`config.mk`:
```
export PLATFORM = sky130hd
export DESIGN_NAME = debug_mailbox_port
export DESIGN_NICKNAME = d
export VERILOG_FILES = /design/src/core/debug_port_pkg.sv /design/src/core/debug_mailbox_port.sv /design/src/core/pin_sync.sv /design/src/core/tap_fsm.sv
export SDC_FILE = /design/constraint.sdc
export NUM_CORES = 1
export LEC_CHECK = 0
export BUFFER_PORTS_ARGS = -buffer_cell sky130_fd_sc_hd__buf_2
export CAP_MARGIN = 25
export CORE_MARGIN = 2
export CORE_UTILIZATION = 35
export DETAILED_ROUTE_END_ITERATION = 7
export PLACE_DENSITY = 0.63
export RECOVER_POWER = 25
export SETUP_SLACK_MARGIN = 0.2
export SLEW_MARGIN = 5
export SYNTH_ARGS = -nofsm -noshare
export SYNTH_HDL_FRONTEND = slang
export SYNTH_SLANG_ARGS = --single-unit
```
`constraint.sdc`:
```
create_clock -name i_core_clk -period 2.3 [get_ports i_core_clk]
set_input_delay 0.115 -clock i_core_clk [delete_from_list [all_inputs] [get_ports i_core_clk]]
set_output_delay 0.115 -clock i_core_clk [all_outputs]
set_load 0.01 [all_outputs]
```
`src/core/debug_port_pkg.sv`:
```
package debug_port_pkg;

   // register indices; byte address is four times the index
   localparam logic [5:0]  IDX_INSTRUCTION  = 6'h00;
   localparam logic [5:0]  IDX_STATUS       = 6'h01;
   localparam logic [5:0]  IDX_DATA_HIGH    = 6'h02;
   localparam logic [5:0]  IDX_DATA_LOW     = 6'h03;
   localparam logic [5:0]  IDX_MODULE_STOP  = 6'h04;

   // field positions and fixed values
   localparam int          INSTR_LSB        = 12;
   localparam int          STAT_ONE_BIT     = 9;
   localparam int          FLAG_BIT         = 0;
   localparam int          STOP_BIT         = 0;
   localparam logic [3:0]  CODE_DEBUG_IRQ   = 4'hA;
   localparam logic [3:0]  CODE_BYPASS      = 4'hF;
   localparam logic [3:0]  IR_CAPTURE       = 4'h1;
   localparam logic        FLAG_RESET       = 1'b1;
   localparam logic [15:0] STAT_FIXED       = 16'h0200;

   typedef enum logic [15:0] {
      TAP_RESET      = 16'h0001,
      TAP_IDLE       = 16'h0002,
      TAP_SEL_DR     = 16'h0004,
      TAP_CAP_DR     = 16'h0008,
      TAP_SHIFT_DR   = 16'h0010,
      TAP_EXIT1_DR   = 16'h0020,
      TAP_PAUSE_DR   = 16'h0040,
      TAP_EXIT2_DR   = 16'h0080,
      TAP_UPDATE_DR  = 16'h0100,
      TAP_SEL_IR     = 16'h0200,
      TAP_CAP_IR     = 16'h0400,
      TAP_SHIFT_IR   = 16'h0800,
      TAP_EXIT1_IR   = 16'h1000,
      TAP_PAUSE_IR   = 16'h2000,
      TAP_EXIT2_IR   = 16'h4000,
      TAP_UPDATE_IR  = 16'h8000
   } tap_state_t;

   typedef struct packed {
      logic hw_standby;
      logic trst_n;
      logic tdi;
      logic tms;
      logic tck;
   } test_pins_t;

   localparam test_pins_t PINS_IDLE = 5'h0F;

   typedef struct packed {
      tap_state_t state;
   } tap_regs_t;

   typedef struct packed {
      logic        tck_prev;
      logic [3:0]  instr;
      logic [3:0]  ir_shift;
      logic [31:0] data;
      logic [15:0] stat_shift;
      logic        bypass;
      logic        flag;
      logic        sel_data;
      logic        cap_flag;
      logic        irq;
      logic        tdo;
      logic        tdo_oe;
      logic        mstop;
      logic [31:0] prdata;
      logic        pslverr;
   } port_regs_t;

endpackage : debug_port_pkg

```
`src/core/debug_mailbox_port.sv`:
```
// The placing of the registers and register access over APB are this design's own decisions.
`timescale 1ns/100ps

//Behaviour
// - instruction is four bits, last four kept
// - code field bits 15:12, A interrupt, F bypass
// - instruction reads code, low zero, test-reset bypass
// - status bit 9 one, only flag writable
// - status shifts out flag first, never loaded
// - flag is one after test reset
// - flag zero: CPU owns data; one: shifting
// - data shift keeps last 32 bits
// - data enters bit 31, leaves bit 0
// - data halves CPU read/write, never reset
// - bypass is one shift stage, no CPU access
// - loading interrupt code raises interrupt request
// - finished data shift clears flag
// - flag set by test reset, CPU, bypass
// - update switches status/data path on flag
// - port reset by pin, TMS, stop, standby
// - standby keeps data and stop bit; standby and test reset give bypass
// - output launched on test clock rising edge
// - mode select and input sampled on rise
// - output undriven unless shifting out
module debug_mailbox_port
   import debug_port_pkg::*;
(
   input  wire logic        i_core_clk,
   input  wire logic        i_arst_n,
   input  wire logic        i_tck,
   input  wire logic        i_tms,
   input  wire logic        i_tdi,
   input  wire logic        i_trst_n,
   input  wire logic        i_hw_standby,
   output logic             o_tdo,
   output logic             o_tdo_oe,
   output logic             o_debug_irq,
   input  wire logic        i_psel,
   input  wire logic        i_penable,
   input  wire logic        i_pwrite,
   input  wire logic [7:0]  i_paddr,
   input  wire logic [31:0] i_pwdata,
   output logic [31:0]      o_prdata,
   output logic             o_pready,
   output logic             o_pslverr
);

   logic        core_rst_n;
   test_pins_t  pins_raw;
   test_pins_t  pins;
   tap_state_t  tap_now;
   tap_state_t  tap_next;
   port_regs_t  q;
   port_regs_t  d;
   logic        tck_rise;
   logic        port_reset;
   logic        tap_reset;
   logic        setup;
   logic        access;
   logic        wr;
   logic [5:0]  idx;
   logic        mapped;
   logic        data_path;
   logic [15:0] status_word;
   logic [31:0] rd_word;

   pin_sync #(
      .WIDTH     (1),
      .RESET_VAL (1'b0)
   ) u_rst_sync (
      .i_core_clk (i_core_clk),
      .i_arst_n   (i_arst_n),
      .i_async    (1'b1),
      .o_sync     (core_rst_n)
   );

   assign pins_raw.hw_standby = i_hw_standby;
   assign pins_raw.trst_n     = i_trst_n;
   assign pins_raw.tdi        = i_tdi;
   assign pins_raw.tms        = i_tms;
   assign pins_raw.tck        = i_tck;

   pin_sync #(
      .WIDTH     ($bits(test_pins_t)),
      .RESET_VAL (PINS_IDLE)
   ) u_pin_sync (
      .i_core_clk (i_core_clk),
      .i_arst_n   (i_arst_n),
      .i_async    (pins_raw),
      .o_sync     (pins)
   );

   assign tck_rise = pins.tck & ~q.tck_prev;

   assign port_reset = ~pins.trst_n | q.mstop | pins.hw_standby;
   assign tap_reset  = port_reset | ~core_rst_n;

   tap_fsm u_tap (
      .i_core_clk (i_core_clk),
      .i_reset    (tap_reset),
      .i_step     (tck_rise),
      .i_tms      (pins.tms),
      .o_state    (tap_now),
      .o_next     (tap_next)
   );

   assign status_word = STAT_FIXED | {15'h0000, q.flag};

   // data path only after flag one was seen
   assign data_path = (q.instr == CODE_DEBUG_IRQ) & q.sel_data;

   assign setup  = i_psel & ~i_penable;
   assign access = i_psel & i_penable;
   assign wr     = access & i_pwrite & mapped;
   assign idx    = i_paddr[7:2];
   assign mapped = (i_paddr[1:0] == 2'h0) && (idx <= IDX_MODULE_STOP);

   always_comb begin
      case (idx)
         IDX_INSTRUCTION: rd_word = {16'h0000, q.instr, 12'h000};
         IDX_STATUS:      rd_word = {16'h0000, status_word};
         IDX_DATA_HIGH:   rd_word = {16'h0000, q.data[31:16]};
         IDX_DATA_LOW:    rd_word = {16'h0000, q.data[15:0]};
         IDX_MODULE_STOP: rd_word = {31'h0, q.mstop};
         default:         rd_word = 32'h00000000;
      endcase
   end

   always_comb begin
      d          = q;
      d.tck_prev = pins.tck;
      d.irq      = 1'b0;

      if (tck_rise) begin
         // bypass on entry to controller reset
         if (tap_next == TAP_RESET && tap_now != TAP_RESET) begin
            d.instr    = CODE_BYPASS;
            d.sel_data = 1'b0;
         end
         case (tap_now)
            TAP_CAP_IR: begin
               d.ir_shift = IR_CAPTURE;
            end
            TAP_SHIFT_IR: begin
               d.ir_shift = {pins.tdi, q.ir_shift[3:1]};
            end
            TAP_UPDATE_IR: begin
               d.instr = q.ir_shift;
               if (q.ir_shift == CODE_DEBUG_IRQ) begin
                  d.irq = 1'b1;
               end
            end
            TAP_CAP_DR: begin
               d.bypass     = 1'b0;
               d.stat_shift = status_word;
               d.cap_flag   = q.flag;
            end
            TAP_SHIFT_DR: begin
               if (q.instr != CODE_DEBUG_IRQ) begin
                  d.bypass = pins.tdi;
               end else if (data_path) begin
                  // in at top, out at bottom
                  d.data = {pins.tdi, q.data[31:1]};
               end else begin
                  d.stat_shift = {1'b0, q.stat_shift[15:1]};
               end
            end
            TAP_UPDATE_DR: begin
               if (q.instr == CODE_DEBUG_IRQ) begin
                  if (data_path) begin
                     // flag zero means cpu owns data
                     // finished shift hands data to cpu
                     d.flag     = 1'b0;
                     d.sel_data = 1'b0;
                  end else if (q.cap_flag) begin
                     // flag one seen, switch to data
                     d.sel_data = 1'b1;
                  end
               end
            end
            default: begin
               d.ir_shift = d.ir_shift;
            end
         endcase

         d.tdo_oe = (tap_next == TAP_SHIFT_IR) ||
                    (tap_next == TAP_SHIFT_DR);
         if (tap_next == TAP_SHIFT_IR) begin
            d.tdo = d.ir_shift[0];
         end else if (d.instr != CODE_DEBUG_IRQ) begin
            d.tdo = d.bypass;
         end else if (d.instr == CODE_DEBUG_IRQ && d.sel_data) begin
            d.tdo = d.data[0];
         end else begin
            d.tdo = d.stat_shift[0];
         end
      end

      // register bus: read data latched during setup
      if (setup) begin
         d.prdata  = mapped ? rd_word : 32'h00000000;
         d.pslverr = ~mapped;
      end

      if (wr) begin
         case (idx)
            IDX_STATUS: begin
               // only the flag takes a write
               // cpu sets flag after using data
               d.flag = i_pwdata[FLAG_BIT];
            end
            IDX_DATA_HIGH: begin
               d.data[31:16] = i_pwdata[15:0];
            end
            IDX_DATA_LOW: begin
               d.data[15:0] = i_pwdata[15:0];
            end
            IDX_MODULE_STOP: begin
               d.mstop = i_pwdata[STOP_BIT];
            end
            default: begin
               d.mstop = d.mstop;
            end
         endcase
      end

      // bypass holds flag set; sets win
      if (q.instr == CODE_BYPASS) begin
         d.flag = 1'b1;
      end

      // test reset gives bypass, data kept
      if (port_reset) begin
         // initialised to bypass and flag one
         d.instr      = CODE_BYPASS;
         d.flag       = FLAG_RESET;
         d.ir_shift   = IR_CAPTURE;
         d.stat_shift = STAT_FIXED;
         d.sel_data   = 1'b0;
         d.cap_flag   = 1'b0;
         d.bypass     = 1'b0;
         d.tdo        = 1'b0;
         d.tdo_oe     = 1'b0;
         d.irq        = 1'b0;
      end

      // system reset leaves instruction, flag and data alone
      if (!core_rst_n) begin
         d.tck_prev = 1'b1;
         d.mstop    = 1'b0;
         d.irq      = 1'b0;
         d.tdo      = 1'b0;
         d.tdo_oe   = 1'b0;
         d.prdata   = 32'h00000000;
         d.pslverr  = 1'b0;
      end
   end

   // no async reset: test registers must survive system reset
   always_ff @(posedge i_core_clk) begin
      q <= d;
   end

   assign o_tdo       = q.tdo;
   assign o_tdo_oe    = q.tdo_oe;
   assign o_debug_irq = q.irq;
   assign o_prdata    = q.prdata;
   // zero wait states: answer in the first access cycle
   assign o_pready    = 1'b1;
   assign o_pslverr   = q.pslverr;

endmodule : debug_mailbox_port

```
`src/core/pin_sync.sv`:
```
`timescale 1ns/100ps

module pin_sync #(
   parameter int                  WIDTH     = 1,
   parameter logic [WIDTH-1:0]    RESET_VAL = '0
) (
   input  wire logic             i_core_clk,
   input  wire logic             i_arst_n,
   input  wire logic [WIDTH-1:0] i_async,
   output logic      [WIDTH-1:0] o_sync
);
   logic [WIDTH-1:0] meta_q;

   // first stage feeds only the second stage
   always_ff @(posedge i_core_clk or negedge i_arst_n) begin
      if (!i_arst_n) begin
         meta_q <= RESET_VAL;
         o_sync <= RESET_VAL;
      end else begin
         meta_q <= i_async;
         o_sync <= meta_q;
      end
   end
endmodule : pin_sync

```
`src/core/tap_fsm.sv`:
```
`timescale 1ns/100ps

module tap_fsm
   import debug_port_pkg::*;
(
   input  wire logic        i_core_clk,
   input  wire logic        i_reset,
   input  wire logic        i_step,
   input  wire logic        i_tms,
   output tap_state_t       o_state,
   output tap_state_t       o_next
);
   tap_regs_t q;
   tap_regs_t d;
   tap_state_t nxt;

   always_comb begin
      case (q.state)
         TAP_RESET:     nxt = i_tms ? TAP_RESET   : TAP_IDLE;
         TAP_IDLE:      nxt = i_tms ? TAP_SEL_DR  : TAP_IDLE;
         TAP_SEL_DR:    nxt = i_tms ? TAP_SEL_IR  : TAP_CAP_DR;
         TAP_CAP_DR:    nxt = i_tms ? TAP_EXIT1_DR : TAP_SHIFT_DR;
         TAP_SHIFT_DR:  nxt = i_tms ? TAP_EXIT1_DR : TAP_SHIFT_DR;
         TAP_EXIT1_DR:  nxt = i_tms ? TAP_UPDATE_DR : TAP_PAUSE_DR;
         TAP_PAUSE_DR:  nxt = i_tms ? TAP_EXIT2_DR : TAP_PAUSE_DR;
         TAP_EXIT2_DR:  nxt = i_tms ? TAP_UPDATE_DR : TAP_SHIFT_DR;
         TAP_UPDATE_DR: nxt = i_tms ? TAP_SEL_DR  : TAP_IDLE;
         TAP_SEL_IR:    nxt = i_tms ? TAP_RESET   : TAP_CAP_IR;
         TAP_CAP_IR:    nxt = i_tms ? TAP_EXIT1_IR : TAP_SHIFT_IR;
         TAP_SHIFT_IR:  nxt = i_tms ? TAP_EXIT1_IR : TAP_SHIFT_IR;
         TAP_EXIT1_IR:  nxt = i_tms ? TAP_UPDATE_IR : TAP_PAUSE_IR;
         TAP_PAUSE_IR:  nxt = i_tms ? TAP_EXIT2_IR : TAP_PAUSE_IR;
         TAP_EXIT2_IR:  nxt = i_tms ? TAP_UPDATE_IR : TAP_SHIFT_IR;
         TAP_UPDATE_IR: nxt = i_tms ? TAP_SEL_DR  : TAP_IDLE;
         default:       nxt = TAP_RESET;
      endcase
   end

   always_comb begin
      d = q;
      if (i_reset) begin
         d.state = TAP_RESET;
      end else if (i_step) begin
         d.state = nxt;
      end
   end

   always_ff @(posedge i_core_clk) begin
      q <= d;
   end

   assign o_state = q.state;
   assign o_next  = i_reset ? TAP_RESET : nxt;
endmodule : tap_fsm

```
==> key figures, run 1 <==
Floorplan
  – Die X: 128 um
  – FP Rows: 45
  – Die footprint: roughly 0.016 sq mm
  – Die Y: 128 um
  – Area of the core: 0.0151 sq mm
  – Initial Utilization: between 30% and 40%
  – I/O pin count: 87

CTS
  – Clk_lat worst skew: 0.36 ns
  – Clock Pin Slew Worst Setup and Hold Paths: 0.07 ns
  – CTS tree: built
  – Inserted Clock Buffers: 9
  – Root Buffer: clkbuf_16
  – H-tree Lvls: 3
  – CTS Sinks: 109
  – Max clock buf depth: 2

Final layout
  – Fillers: between 1k and 1.5k
  – Area growth, synth to finish: 23.4%
  – Non-filler cells, final: 896
  – Commonest non-fill, non-tap cell in the layout: dfxtp_1
  – Final #Nets: 754
  – Layout cells sized above 1: 25.4%
  – Finished Core Util: 43.7%
  – Most frequent cells in the layout: dfxtp_1, a21oi_1, nor2_1, nand2_1, buf_4
  – Diodes inserted: 0

Synthesis
  – Syn Inst Count: 627
  – Syn_area_per_cell: 8.53 sq um
  – Async set or reset register ratio after synthesis: 11.0%
  – Post-synth cell types: 60
  – Cell Area, Synth: approximately 0.0053 sq mm
  – EDFF count, synth: 0
  – Top FF cell, synth: dfxtp_1
  – Synth Register Bits: 109
  – Sequential-to-total area share from yosys stat: 42.1%
  – YS warnings: 0

Placement
  – # placed instances: 856
  – Gp weighted congestion: 0.927
  – Hpwl dp: 9370 um
  – Pre-CTS WS: -0.00623 ns
  – IO buf count: 53

Global route
  – Number of global-route vias before repair: around 4.5k
  – Largest net degree at the start of global routing: 33
  – GRT Resource Usage Total: between 10% and 20%
  – Overflow after GRT: 0
  – First-pass GRT wire length: about 22000 um
  – Initial antenna violation count: 0

Routing
  – Vias: 4765
  – Via density: 5.32
  – Router iterations before antenna repair: 5
  – DRC: 0
  – Antenna Nets Post-Route: 0
  – Post-Route WL: 13900 um
  – Detailed Route Iter0 Violations: 343
  – Drt wl/cell: about 15 um

STA
  – Max frequency: 456 MHz
  – Clk_skew: 0.00950 ns
  – Rel. slew slack: 36.0%
  – Fin crit period: 2.19 ns
  – Unrepaired setup endpoints after global routing: yes
  – Final worst path period share: 95.4%
  – Slew @ Worst Pin: roughly 0.96 ns
  – Final number of setup-violating endpoints: 0
  – Final Hold Fails: 0
  – Fin. max-slew vios: 0
  – Fin Hold WS: 0.0107 ns
  – Fin worst setup slack: 0.106 ns

Critical path
  – Critical path class: reg2reg
  – Crit-path max FO: 8
  – Crit. End Element: flop
  – Critical Path RT: 2.53 ns
  – Critical Path AT: about 2.4 ns
  – Worst Setup Start Kind: flop

Hold path
  – Hold Crit Class: in2reg

Power
  – Pleak: 2.47 nW
  – Power per cell area: 560 mW/mm^2
  – Total power: around 3.7 mW
  – VDD IR max: 0.311 mV

Status
  – Status: completed

Job
  – MaxCap Viol Count: 0
## worst max-delay path: stages, from the launching register on
cell and delay [ns]:
dfxtp_4 0.34, or4b_4 0.54, and4b_2 0.35, nand2_4 0.07
nor3_4 0.15, buf_6 0.16, buf_16 0.14, mux2i_1 0.22
a21oi_1 0.09
## cells by family (layout without fill, tap and decap cells)
family | count (synthesis) | count (layout) | share of synthesized area (%)
compound gates | 149 | 149 | 16.9
xor+xnor | 9 | 9 | 1.47
buf+inv | 83 | 148 | 9.22
flops | 109 | 109 | 42.1
mux | 39 | 39 | 7.42
other cells | 2 | 18 | 0.140
simple gates | 236 | 236 | 22.8
## synth_stat cells (all sizes together), types with 2 or more instances
cell | count | area, sq um
o22ai | 3 | 18.8
nor4 | 14 | 124
a22oi | 24 | 180
inv | 6 | 22.5
conb | 2 | 7.51
clkbuf | 28 | 105
buf | 49 | 365
dfxtp | 97 | 1940
o21ai | 20 | 100
or4bb | 2 | 22.5
nor2 | 67 | 251
o22a | 5 | 43.8
a21oi | 73 | 365
nand2 | 63 | 239
xor2 | 4 | 35.0
nor2b | 9 | 56.3
nand4 | 5 | 31.3
and3 | 4 | 25.0
o211ai | 4 | 30.0
nor4b | 5 | 50.0
nor3 | 11 | 66.3
o2111ai | 4 | 35.0
a32oi | 2 | 17.5
or3b | 2 | 17.5
mux2 | 5 | 56.3
xnor2 | 5 | 43.8
dfstp | 8 | 210
mux2i | 34 | 340
o21a | 4 | 30.0
and2 | 12 | 75.1
nand2b | 4 | 25.0
dfrtp | 4 | 100
nand3 | 28 | 140
a211oi | 2 | 15.0
and4 | 3 | 26.3
and3b | 2 | 17.5
## timing repair
action	in CTS	in global routing
setup endpoints to repair	44	58
hold endpoints to repair	17	0
setup buffers	7	9
gates resized for setup	22	32
pin swaps	22	36
gates cloned	2	1
hold buffers	6	0
## stage by stage
| stage | setup TNS [ns] | area (sq um) |
|---|---|---|
| after floorplan | 0 | 5410 |
| after global placement | -0.133 | 5830 |
| after detailed placement | -0.00623 | 5830 |
| after CTS | 0 | 6380 |
| after global routing | 0 | 6600 |
| final | 0 | 6600 |
## final cells by class
| type | count | area (sq um) | share of cell area, % |
|---|---|---|---|
| Clock buffer | 11 | 253 | 3.83 |
| Timing Repair Buffer | 127 | 926 | 14.0 |
| Clock inverter | 4 | 56.3 | 0.853 |
| Sequential cell | 109 | 2270 | 34.4 |
| Tap cell | 188 | 235 | 3.56 |
| Inverter | 6 | 22.5 | 0.341 |
| Multi-Input combinational cell | 451 | 2840 | 43.0 |
## state kept, by name (all words and copies together) (netlist names)
register	cells
o_debug_irq	1
o_prdata	16
o_pslverr	1
o_tdo	1
o_tdo_oe	1
q	61
u_pin_sync.meta_q	5
u_pin_sync.o_sync	5
u_rst_sync.meta_q	1
u_rst_sync.o_sync	1
u_tap.o_state	16
## worst paths after layout
check,depth (start not counted),end,startpoint,slack [ns]
max in group asynchronous,2,u_pin_sync.meta_q[4],i_arst_n,1.57
hold reg to reg,0,u_pin_sync.o_sync[4],u_pin_sync.meta_q[4],0.35
setup / recovery,8,q[73],u_tap.o_state[5],0.11
hold / removal,3,q[84],i_pwdata[11],0.01
min in group asynchronous,2,u_pin_sync.o_sync[4],i_arst_n,0.30
setup reg to reg,8,q[73],u_tap.o_state[5],0.11
## metal layers
layer	global-route usage (%)	up-vias	wire (um)
li1	-	2319	-
met2	28.9	124	6850
met5	0	-	0
met3	3.64	23	737
met1	20.9	2299	5920
met4	8.73	0	371
## power by group
group	switching [mW]	internal (mW)	total, mW
Combinational	0.0986	0.0629	0.162
Sequential	0.0127	1.91	1.92
Clock	0.707	0.906	1.61
Total	0.818	2.88	3.70
No activity file was read; power rests on OpenSTA's default activity.
==> run 2: changes to the inputs <==
--- a/config.mk
+++ b/config.mk
@@ -7,7 +7,6 @@
 export LEC_CHECK = 0
 export BUFFER_PORTS_ARGS = -buffer_cell sky130_fd_sc_hd__buf_2
 export CAP_MARGIN = 25
-export CORE_MARGIN = 2
 export CORE_UTILIZATION = 35
 export DETAILED_ROUTE_END_ITERATION = 7
 export PLACE_DENSITY = 0.63
==> run 2 against run 1 <==
The run now ends with DRC left. Cell count decreased by 1.0%. Highest routed layer unchanged. Combinational power about the same. Largest cell class unchanged. Routed wire length decreased by 3.5%.
==> key figures, run 2 (synthesis results as in run 1) <==
Status
  – Status: complete, but fails checks (was completed)
  – Failing checks: DRC

Global route
  – Top Usage Layer GRT: met2 (unchanged)
  – Number of global-route vias before repair: 4525 (was 4532)
  – Largest net degree at the start of global routing: 33 (unchanged)
  – Overflow after GRT: 0 (unchanged)
  – First-pass GRT wire length: 21900 um (was 22200 um)
  – Initial antenna violation count: 0 (unchanged)
  – GRT Resource Usage Total: 17.2% (about the same)
  – M3 GR Usage: 3.74% (was 3.64%)
  – Met1 global-route usage: 21.2% (was 20.9%)
  – Met2 usage: 29.3% (was 28.9%)

Job
  – MaxCap Viol Count: 0 (unchanged)

Power
  – Pleak: 2.45 nW (was 2.47 nW)
  – Power per cell area: 554 mW/mm^2 (was 560 mW/mm^2)
  – VDD IR max: 0.303 mV (was 0.311 mV)

STA
  – Final Hold Fails: 0 (unchanged)
  – Final worst path period share: 97.4% (was 95.4%)
  – Rel. slew slack: 42.2% (was 36.0%)
  – Fin. max-slew vios: 0 (unchanged)
  – Clk_skew: 0.0110 ns (was 0.00950 ns)
  – Fin crit period: 2.24 ns (was 2.19 ns)
  – Unrepaired setup endpoints after global routing: yes (unchanged)
  – Final number of setup-violating endpoints: 0 (unchanged)
  – Setup TNS: 0 ns (unchanged)
  – Max frequency: 447 MHz (was 456 MHz)
  – Slew @ Worst Pin: 0.867 ns (was 0.960 ns)
  – Fin worst setup slack: 0.0606 ns (was 0.106 ns)

Routing
  – Detailed Route Iter0 Violations: 311 (was 343)
  – Router iterations before antenna repair: 7 (was 5)
  – Post-Route WL: 13400 um (was 13900 um)
  – Via density: 5.26 (was 5.32)
  – DRC: 4 (was 0)
  – Vias: 4666 (was 4765)
  – Antenna Nets Post-Route: 0 (unchanged)
  – Drt wl/cell: 15.1 um (was 15.5 um)

Critical path
  – Critical Path RT: 2.54 ns (was 2.53 ns)
  – Slowest cell on the critical path: or4b_4 (unchanged)
  – Worst path top cell family by delay: simple AND/OR/NAND/NOR gates (unchanged)
  – FF-to-FF setup slack: 0.06 ns (was 0.11 ns)
  – CP endpoint: q[72] (was q[73])
  – Crit path depth: 8 (unchanged)
  – Buf/Inv on CP: 2 (unchanged)
  – Crit-path max FO: 8 (unchanged)
  – RR Endpoint: q[72] (was q[73])
  – Max incr delay on CP: 0.54 ns (about the same)
  – Critical Path AT: 2.48 ns (was 2.42 ns)
  – CP cell instances: or4b_4, and4b_2, nand2_4, nor3_4, buf_6, buf_16, mux2i_4, a21oi_2 (was or4b_4, and4b_2, nand2_4, nor3_4, buf_6, buf_16, mux2i_1, a21oi_1)
  – Crit. End Element: flop (unchanged)
  – Worst Setup Start Kind: flop (unchanged)
  – Worst reg-to-reg path cell count: 8 (unchanged)
  – Reg-to-Reg Start: u_tap.o_state[6] (was u_tap.o_state[5])
  – Crit path from: u_tap.o_state[6] (was u_tap.o_state[5])
  – Critical path class: reg2reg (unchanged)

Final layout
  – Fillers: 1387 (was 1498)
  – Area growth, synth to finish: 24.6% (was 23.4%)
  – Max FFs per register: 61 (unchanged)
  – Reg with most FFs: q (unchanged)
  – Finished Core Util: 45.3% (was 43.7%)
  – Most frequent cells in the layout: dfxtp_1, nor2_1, a21oi_1, nand2_1, buf_4 (was dfxtp_1, a21oi_1, nor2_1, nand2_1, buf_4)
  – Final #Nets: 748 (was 754)
  – Commonest non-fill, non-tap cell in the layout: dfxtp_1 (unchanged)
  – Diodes inserted: 0 (unchanged)
  – Layout cells sized above 1: 27.7% (was 25.4%)
  – Final instance area: 0.00666 sq mm (was 0.00660 sq mm)

Floorplan
  – Area of the core: 0.0147 sq mm (was 0.0151 sq mm)
  – I/O pin count: 87 (unchanged)
  – Die footprint: 0.0158 sq mm (was 0.0163 sq mm)
  – Initial Utilization: 36.4% (was 35.4%)
  – Die X: 126 um (was 128 um)
  – Die Y: 126 um (was 128 um)
  – FP Rows: 44 (was 45)

CTS
  – CTS Sinks: 109 (unchanged)
  – Clk_lat worst skew: 0.36 ns (about the same)
  – CTS tree: built (unchanged)
  – Inserted Clock Buffers: 9 (unchanged)
  – H-tree Lvls: 3 (unchanged)
  – Clock Pin Slew Worst Setup and Hold Paths: 0.08 ns (was 0.07 ns)
  – Max clock buf depth: 2 (unchanged)
  – Root Buffer: clkbuf_16 (unchanged)

Placement
  – Gp weighted congestion: 0.882 (was 0.927)
  – Placed instance area: 0.00582 sq mm (was 0.00583 sq mm)
  – IO buf count: 53 (unchanged)
  – Pre-CTS WS: 0.0532 ns (was -0.00623 ns)
  – Hpwl dp: 9050 um (was 9370 um)

Hold path
  – Hold Crit Class: in2reg (unchanged)
-- run 2: worst min-delay path: cells and delay by family --
family | cells | cell delay (ns)
AOI/OAI and AO/OA | 1 | 0.09
buffers and inverters | 1 | 0.09
and+or+nand+nor | 1 | 0.04
-- run 2: cell type report --
type	count	area (sq um)	area share [%]
Tap cell	184	230	3.46
Timing Repair Buffer	121	893	13.4
Clock inverter	5	67.6	1.01
Clock buffer	11	243	3.64
Multi-Input combinational cell	451	2930	44.0
Sequential cell	109	2270	34.1
Inverter	6	22.5	0.338
-- run 2: stage by stage --
stage	hold slack (ns)	power (mW)	std cells
detailed placement	0.00739	2.11	849
finish	0.00796	3.69	887
global route	0.00986	3.83	887
floorplan	-0.181	2.06	643
CTS	0.00384	3.72	882
global placement	0.000998	2.11	849
-- run 2: repair_timing --
action,4_1_cts,5_1_grt
gates resized for setup,27,50
endpoints found under the setup margin,54,62
gates cloned,4,0
setup buffers,7,5
hold buffers,6,0
pin swaps,33,35
endpoints found under the hold margin,17,0
-- run 2: report_power, final --
group	internal (mW)	switching (mW)
Clock	0.891	0.724
Sequential	1.91	0.0135
Combinational	0.0607	0.0984
Total	2.86	0.836
-- run 2: metal layers --
metal | up-vias | wire length [um]
li1 | 2308 | -
met1 | 2210 | 6030
met2 | 128 | 6530
met3 | 20 | 548
met4 | 0 | 292
met5 | - | 0
-- run 2: how the worst min path moves through the flow --
stage                  from              endpoint  slack, ns  cells past startpoint
3_5_place_dp       i_arst_n  u_pin_sync.o_sync[4]      0.007                      1
4_1_cts         i_pwdata[8]                 q[81]      0.004                      3
5_1_grt         i_pwdata[4]                 q[61]       0.01                      3
6_report       i_pwdata[11]                 q[68]      0.008                      3
2_1_floorplan      i_arst_n  u_pin_sync.meta_q[4]      -0.18                      0
3_3_place_gp       i_arst_n  u_pin_sync.o_sync[4]      0.001                      1
==> run 3: changes to the inputs <==
--- a/config.mk
+++ b/config.mk
@@ -5,11 +5,12 @@
 export SDC_FILE = /design/constraint.sdc
 export NUM_CORES = 1
 export LEC_CHECK = 0
-export BUFFER_PORTS_ARGS = -buffer_cell sky130_fd_sc_hd__buf_2
 export CAP_MARGIN = 25
+export CORE_ASPECT_RATIO = 1.1
 export CORE_UTILIZATION = 35
 export DETAILED_ROUTE_END_ITERATION = 7
-export PLACE_DENSITY = 0.63
+export DONT_BUFFER_PORTS = 1
+export PLACE_DENSITY = 0.58
 export RECOVER_POWER = 25
 export SETUP_SLACK_MARGIN = 0.2
 export SLEW_MARGIN = 5
==> run 3 against run 2 <==
The flow now finishes without violations. Clock power barely moved. Clock-buffer cell count down 2. Clock skew down 0.0016 ns. Non-clock buffer count decreased by 36. Sequential share of layout area decreased by 0.15 points. Critical endpoint is now q[57]. Largest cell class unchanged. Highest routed layer unchanged.
==> key figures, run 3 (synthesis results as in run 1) <==
Placement
  – Hpwl dp: 9080 um (was 9050 um)
  – # placed instances: 804 (was 849)
  – IO buf count: 0 (was 53)
  – Gp weighted congestion: 0.902 (was 0.882)

Final layout
  – Commonest non-fill, non-tap cell in the layout: dfxtp_1 (unchanged)
  – Diodes inserted: 0 (unchanged)
  – Layout cells sized above 1: 24.1% (was 27.7%)
  – Max FFs per register: 61 (unchanged)
  – Fillers: 1439 (was 1387)
  – Reg with most FFs: q (unchanged)
  – Non-filler cells, final: 863 (was 887)
  – Sequential cell area: 0.00228 sq mm (was 0.00227 sq mm)
  – Final #Nets: 712 (was 748)
  – Multi-input logic area: 0.00302 sq mm (was 0.00293 sq mm)
  – Most frequent cells in the layout: dfxtp_1, nor2_1, nand2_1, a21oi_1, buf_4 (was dfxtp_1, nor2_1, a21oi_1, nand2_1, buf_4)
  – Area growth, synth to finish: 25.4% (was 24.6%)

Critical path
  – Worst path top cell family by delay: simple AND/OR/NAND/NOR gates (unchanged)
  – RR Endpoint: q[57] (was q[72])
  – Worst Setup Start Kind: flop (unchanged)
  – Crit-path max FO: 8 (unchanged)
  – Critical path class: reg2reg (unchanged)
  – CP cell instances: or4b_4, and4b_2, nand2_4, nor3_4, buf_6, clkbuf_16, mux2i_1, a21oi_1 (was or4b_4, and4b_2, nand2_4, nor3_4, buf_6, buf_16, mux2i_4, a21oi_2)
  – Worst reg-to-reg path cell count: 8 (unchanged)
  – Max incr delay on CP: 0.53 ns (was 0.54 ns)
  – Slowest cell on the critical path: or4b_4 (unchanged)
  – Critical Path AT: 2.46 ns (was 2.48 ns)
  – Crit. End Element: flop (unchanged)
  – Reg-to-Reg Start: u_tap.o_state[5] (was u_tap.o_state[6])
  – Buf/Inv on CP: 2 (unchanged)
  – Critical Path RT: 2.55 ns (was 2.54 ns)
  – Crit path depth: 8 (unchanged)
  – FF-to-FF setup slack: 0.09 ns (was 0.06 ns)

STA
  – Clk_skew: 0.00944 ns (was 0.0110 ns)
  – Unrepaired setup endpoints after global routing: yes (unchanged)
  – Final worst path period share: 96.1% (was 97.4%)
  – Fin. max-slew vios: 0 (unchanged)
  – Rel. slew slack: 41.6% (was 42.2%)
  – Fin Hold WS: 0.0241 ns (was 0.00796 ns)
  – Slew @ Worst Pin: 0.876 ns (was 0.867 ns)
  – Fin crit period: 2.21 ns (was 2.24 ns)
  – Max frequency: 452 MHz (was 447 MHz)
  – Final Hold Fails: 0 (unchanged)
  – Final number of setup-violating endpoints: 0 (unchanged)

Global route
  – Number of global-route vias before repair: 4449 (was 4525)
  – GRT Resource Usage Total: 17.4% (was 17.2%)
  – Initial antenna violation count: 0 (unchanged)
  – First-pass GRT wire length: 21800 um (was 21900 um)
  – Overflow after GRT: 0 (unchanged)
  – Largest net degree at the start of global routing: 25 (was 33)

Routing
  – Drt wl/cell: 16.1 um (was 15.1 um)
  – Vias: 4576 (was 4666)
  – Antenna Nets Post-Route: 0 (unchanged)
  – DRC: 0 (was 4)
  – Via density: 5.30 (was 5.26)
  – Detailed Route Iter0 Violations: 232 (was 311)
  – Router iterations before antenna repair: 5 (was 7)
  – Post-Route WL: 13900 um (was 13400 um)

CTS
  – H-tree Lvls: 3 (unchanged)
  – Clk_lat worst skew: 0.36 ns (about the same)
  – CTS tree: built (unchanged)
  – CTS Sinks: 109 (unchanged)
  – Clock Pin Slew Worst Setup and Hold Paths: 0.08 ns (about the same)
  – Max clock buf depth: 2 (unchanged)
  – Inserted Clock Buffers: 9 (unchanged)
  – Root Buffer: clkbuf_16 (unchanged)

Power
  – Flop pwr share: 52.0% (about the same)
  – Pleak: 2.33 nW (was 2.45 nW)
  – Net Switching: 0.857 mW (was 0.836 mW)
  – Combinational power share: 4.0% (was 4.3%)
  – Net Sw Frac: 23.3% (was 22.6%)
  – Clock share of power: 44.0% (was 43.7%)
  – VDD IR max: 0.402 mV (was 0.303 mV)
  – Power per cell area: 550 mW/mm^2 (was 554 mW/mm^2)
  – Design internal power: 2.83 mW (was 2.86 mW)

Job
  – MaxCap Viol Count: 0 (unchanged)

Floorplan
  – Die Y: 132 um (was 126 um)
  – Initial Utilization: 35.7% (was 36.4%)
  – I/O pin count: 87 (unchanged)
  – Die footprint: 0.0158 sq mm (about the same)
  – FP Rows: 47 (was 44)
  – Area of the core: 0.0150 sq mm (was 0.0147 sq mm)
  – Die X: 120 um (was 126 um)

Status
  – Status: completed (was complete, but fails checks)

Hold path
  – Hold Path Stages: 3 (unchanged)
  – Hold Crit Endpoint: q[39] (was q[68])
  – Min-delay src: i_paddr[2] (was i_pwdata[11])
  – Hold Crit Class: in2reg (unchanged)
## run 3: changes by cell type in the layout (fill, tap and decap cells not counted), moves of 4 or more
cell and change:
clkbuf_1 -12, mux2i_1 +4, nand3_4 +7, buf_4 -4, nand3_1 -6, a21oi_1 -4
dlygate4sd3_1 +17, a21oi_2 +4, buf_2 -42
## run 3: what timing repair did
item                                   4_1_cts  5_1_grt
setup endpoints to repair                   56       60
resized for setup                           31       66
cloned                                       2        4
endpoints found under the hold margin       52        0
setup buffers                                7        7
pin swaps                                   12       56
hold buffers                                23        0
## run 3: through the flow
step / TNS [ns] / cell area, sq um / util, % / total power, mW / setup WS, ns
3_5_place_dp: 0 / 5540 / 36.9 / 2.07 / 0.00510
2_1_floorplan: 0 / 5410 / - / 2.06 / 0.0856
5_1_grt: -0.0245 / 6710 / 44.7 / 3.80 / -0.0212
4_1_cts: 0 / 6290 / 42.0 / 3.73 / 0.0914
6_report: 0 / 6710 / 44.7 / 3.69 / 0.0895
3_3_place_gp: 0 / 5540 / 36.9 / 2.07 / 0.0817
## run 3: cell type report
type                    count  area share [%]
clock inverters             7            1.19
clock buffers               9            3.36
flip-flops and latches    109            34.0
well taps                 196            3.66
inverters                   6           0.336
multi-input cells         451            45.0
repair buffers             85            12.5
## run 3: power by group through the flow
stage               sequential [mW]  clock (mW)  combinational (mW)
floorplan                      1.96           0               0.101
global placement               1.97           0               0.100
detailed placement             1.97           0               0.101
CTS                            1.92        1.67               0.144
global route                   1.92        1.72               0.162
finish                         1.92        1.62               0.148
## run 3: routing by layer
| layer | share of wire (%) | GRT usage [%] |
|---|---|---|
| met4 | 3.3 | 9.17 |
| met3 | 4.9 | 4.47 |
| met2 | 51 | 29.3 |
| met1 | 41 | 20.1 |
| met5 | 0 | 0 |
## run 3: worst max-delay path by stage
stage | end | from
2_1_floorplan | q[73] | u_tap.o_state[5]
3_3_place_gp | q[38] | u_tap.o_state[14]
3_5_place_dp | o_tdo | u_tap.o_state[14]
4_1_cts | q[67] | u_tap.o_state[5]
5_1_grt | o_tdo | u_tap.o_state[12]
6_report | q[57] | u_tap.o_state[5]
## run 3: worst reg2reg max path: stages (launching register included)
cell,delay (ns)
dfxtp_4,0.37
or4b_4,0.53
and4b_2,0.36
nand2_4,0.08
nor3_4,0.16
buf_6,0.16
clkbuf_16,0.16
mux2i_1,0.20
a21oi_1,0.08
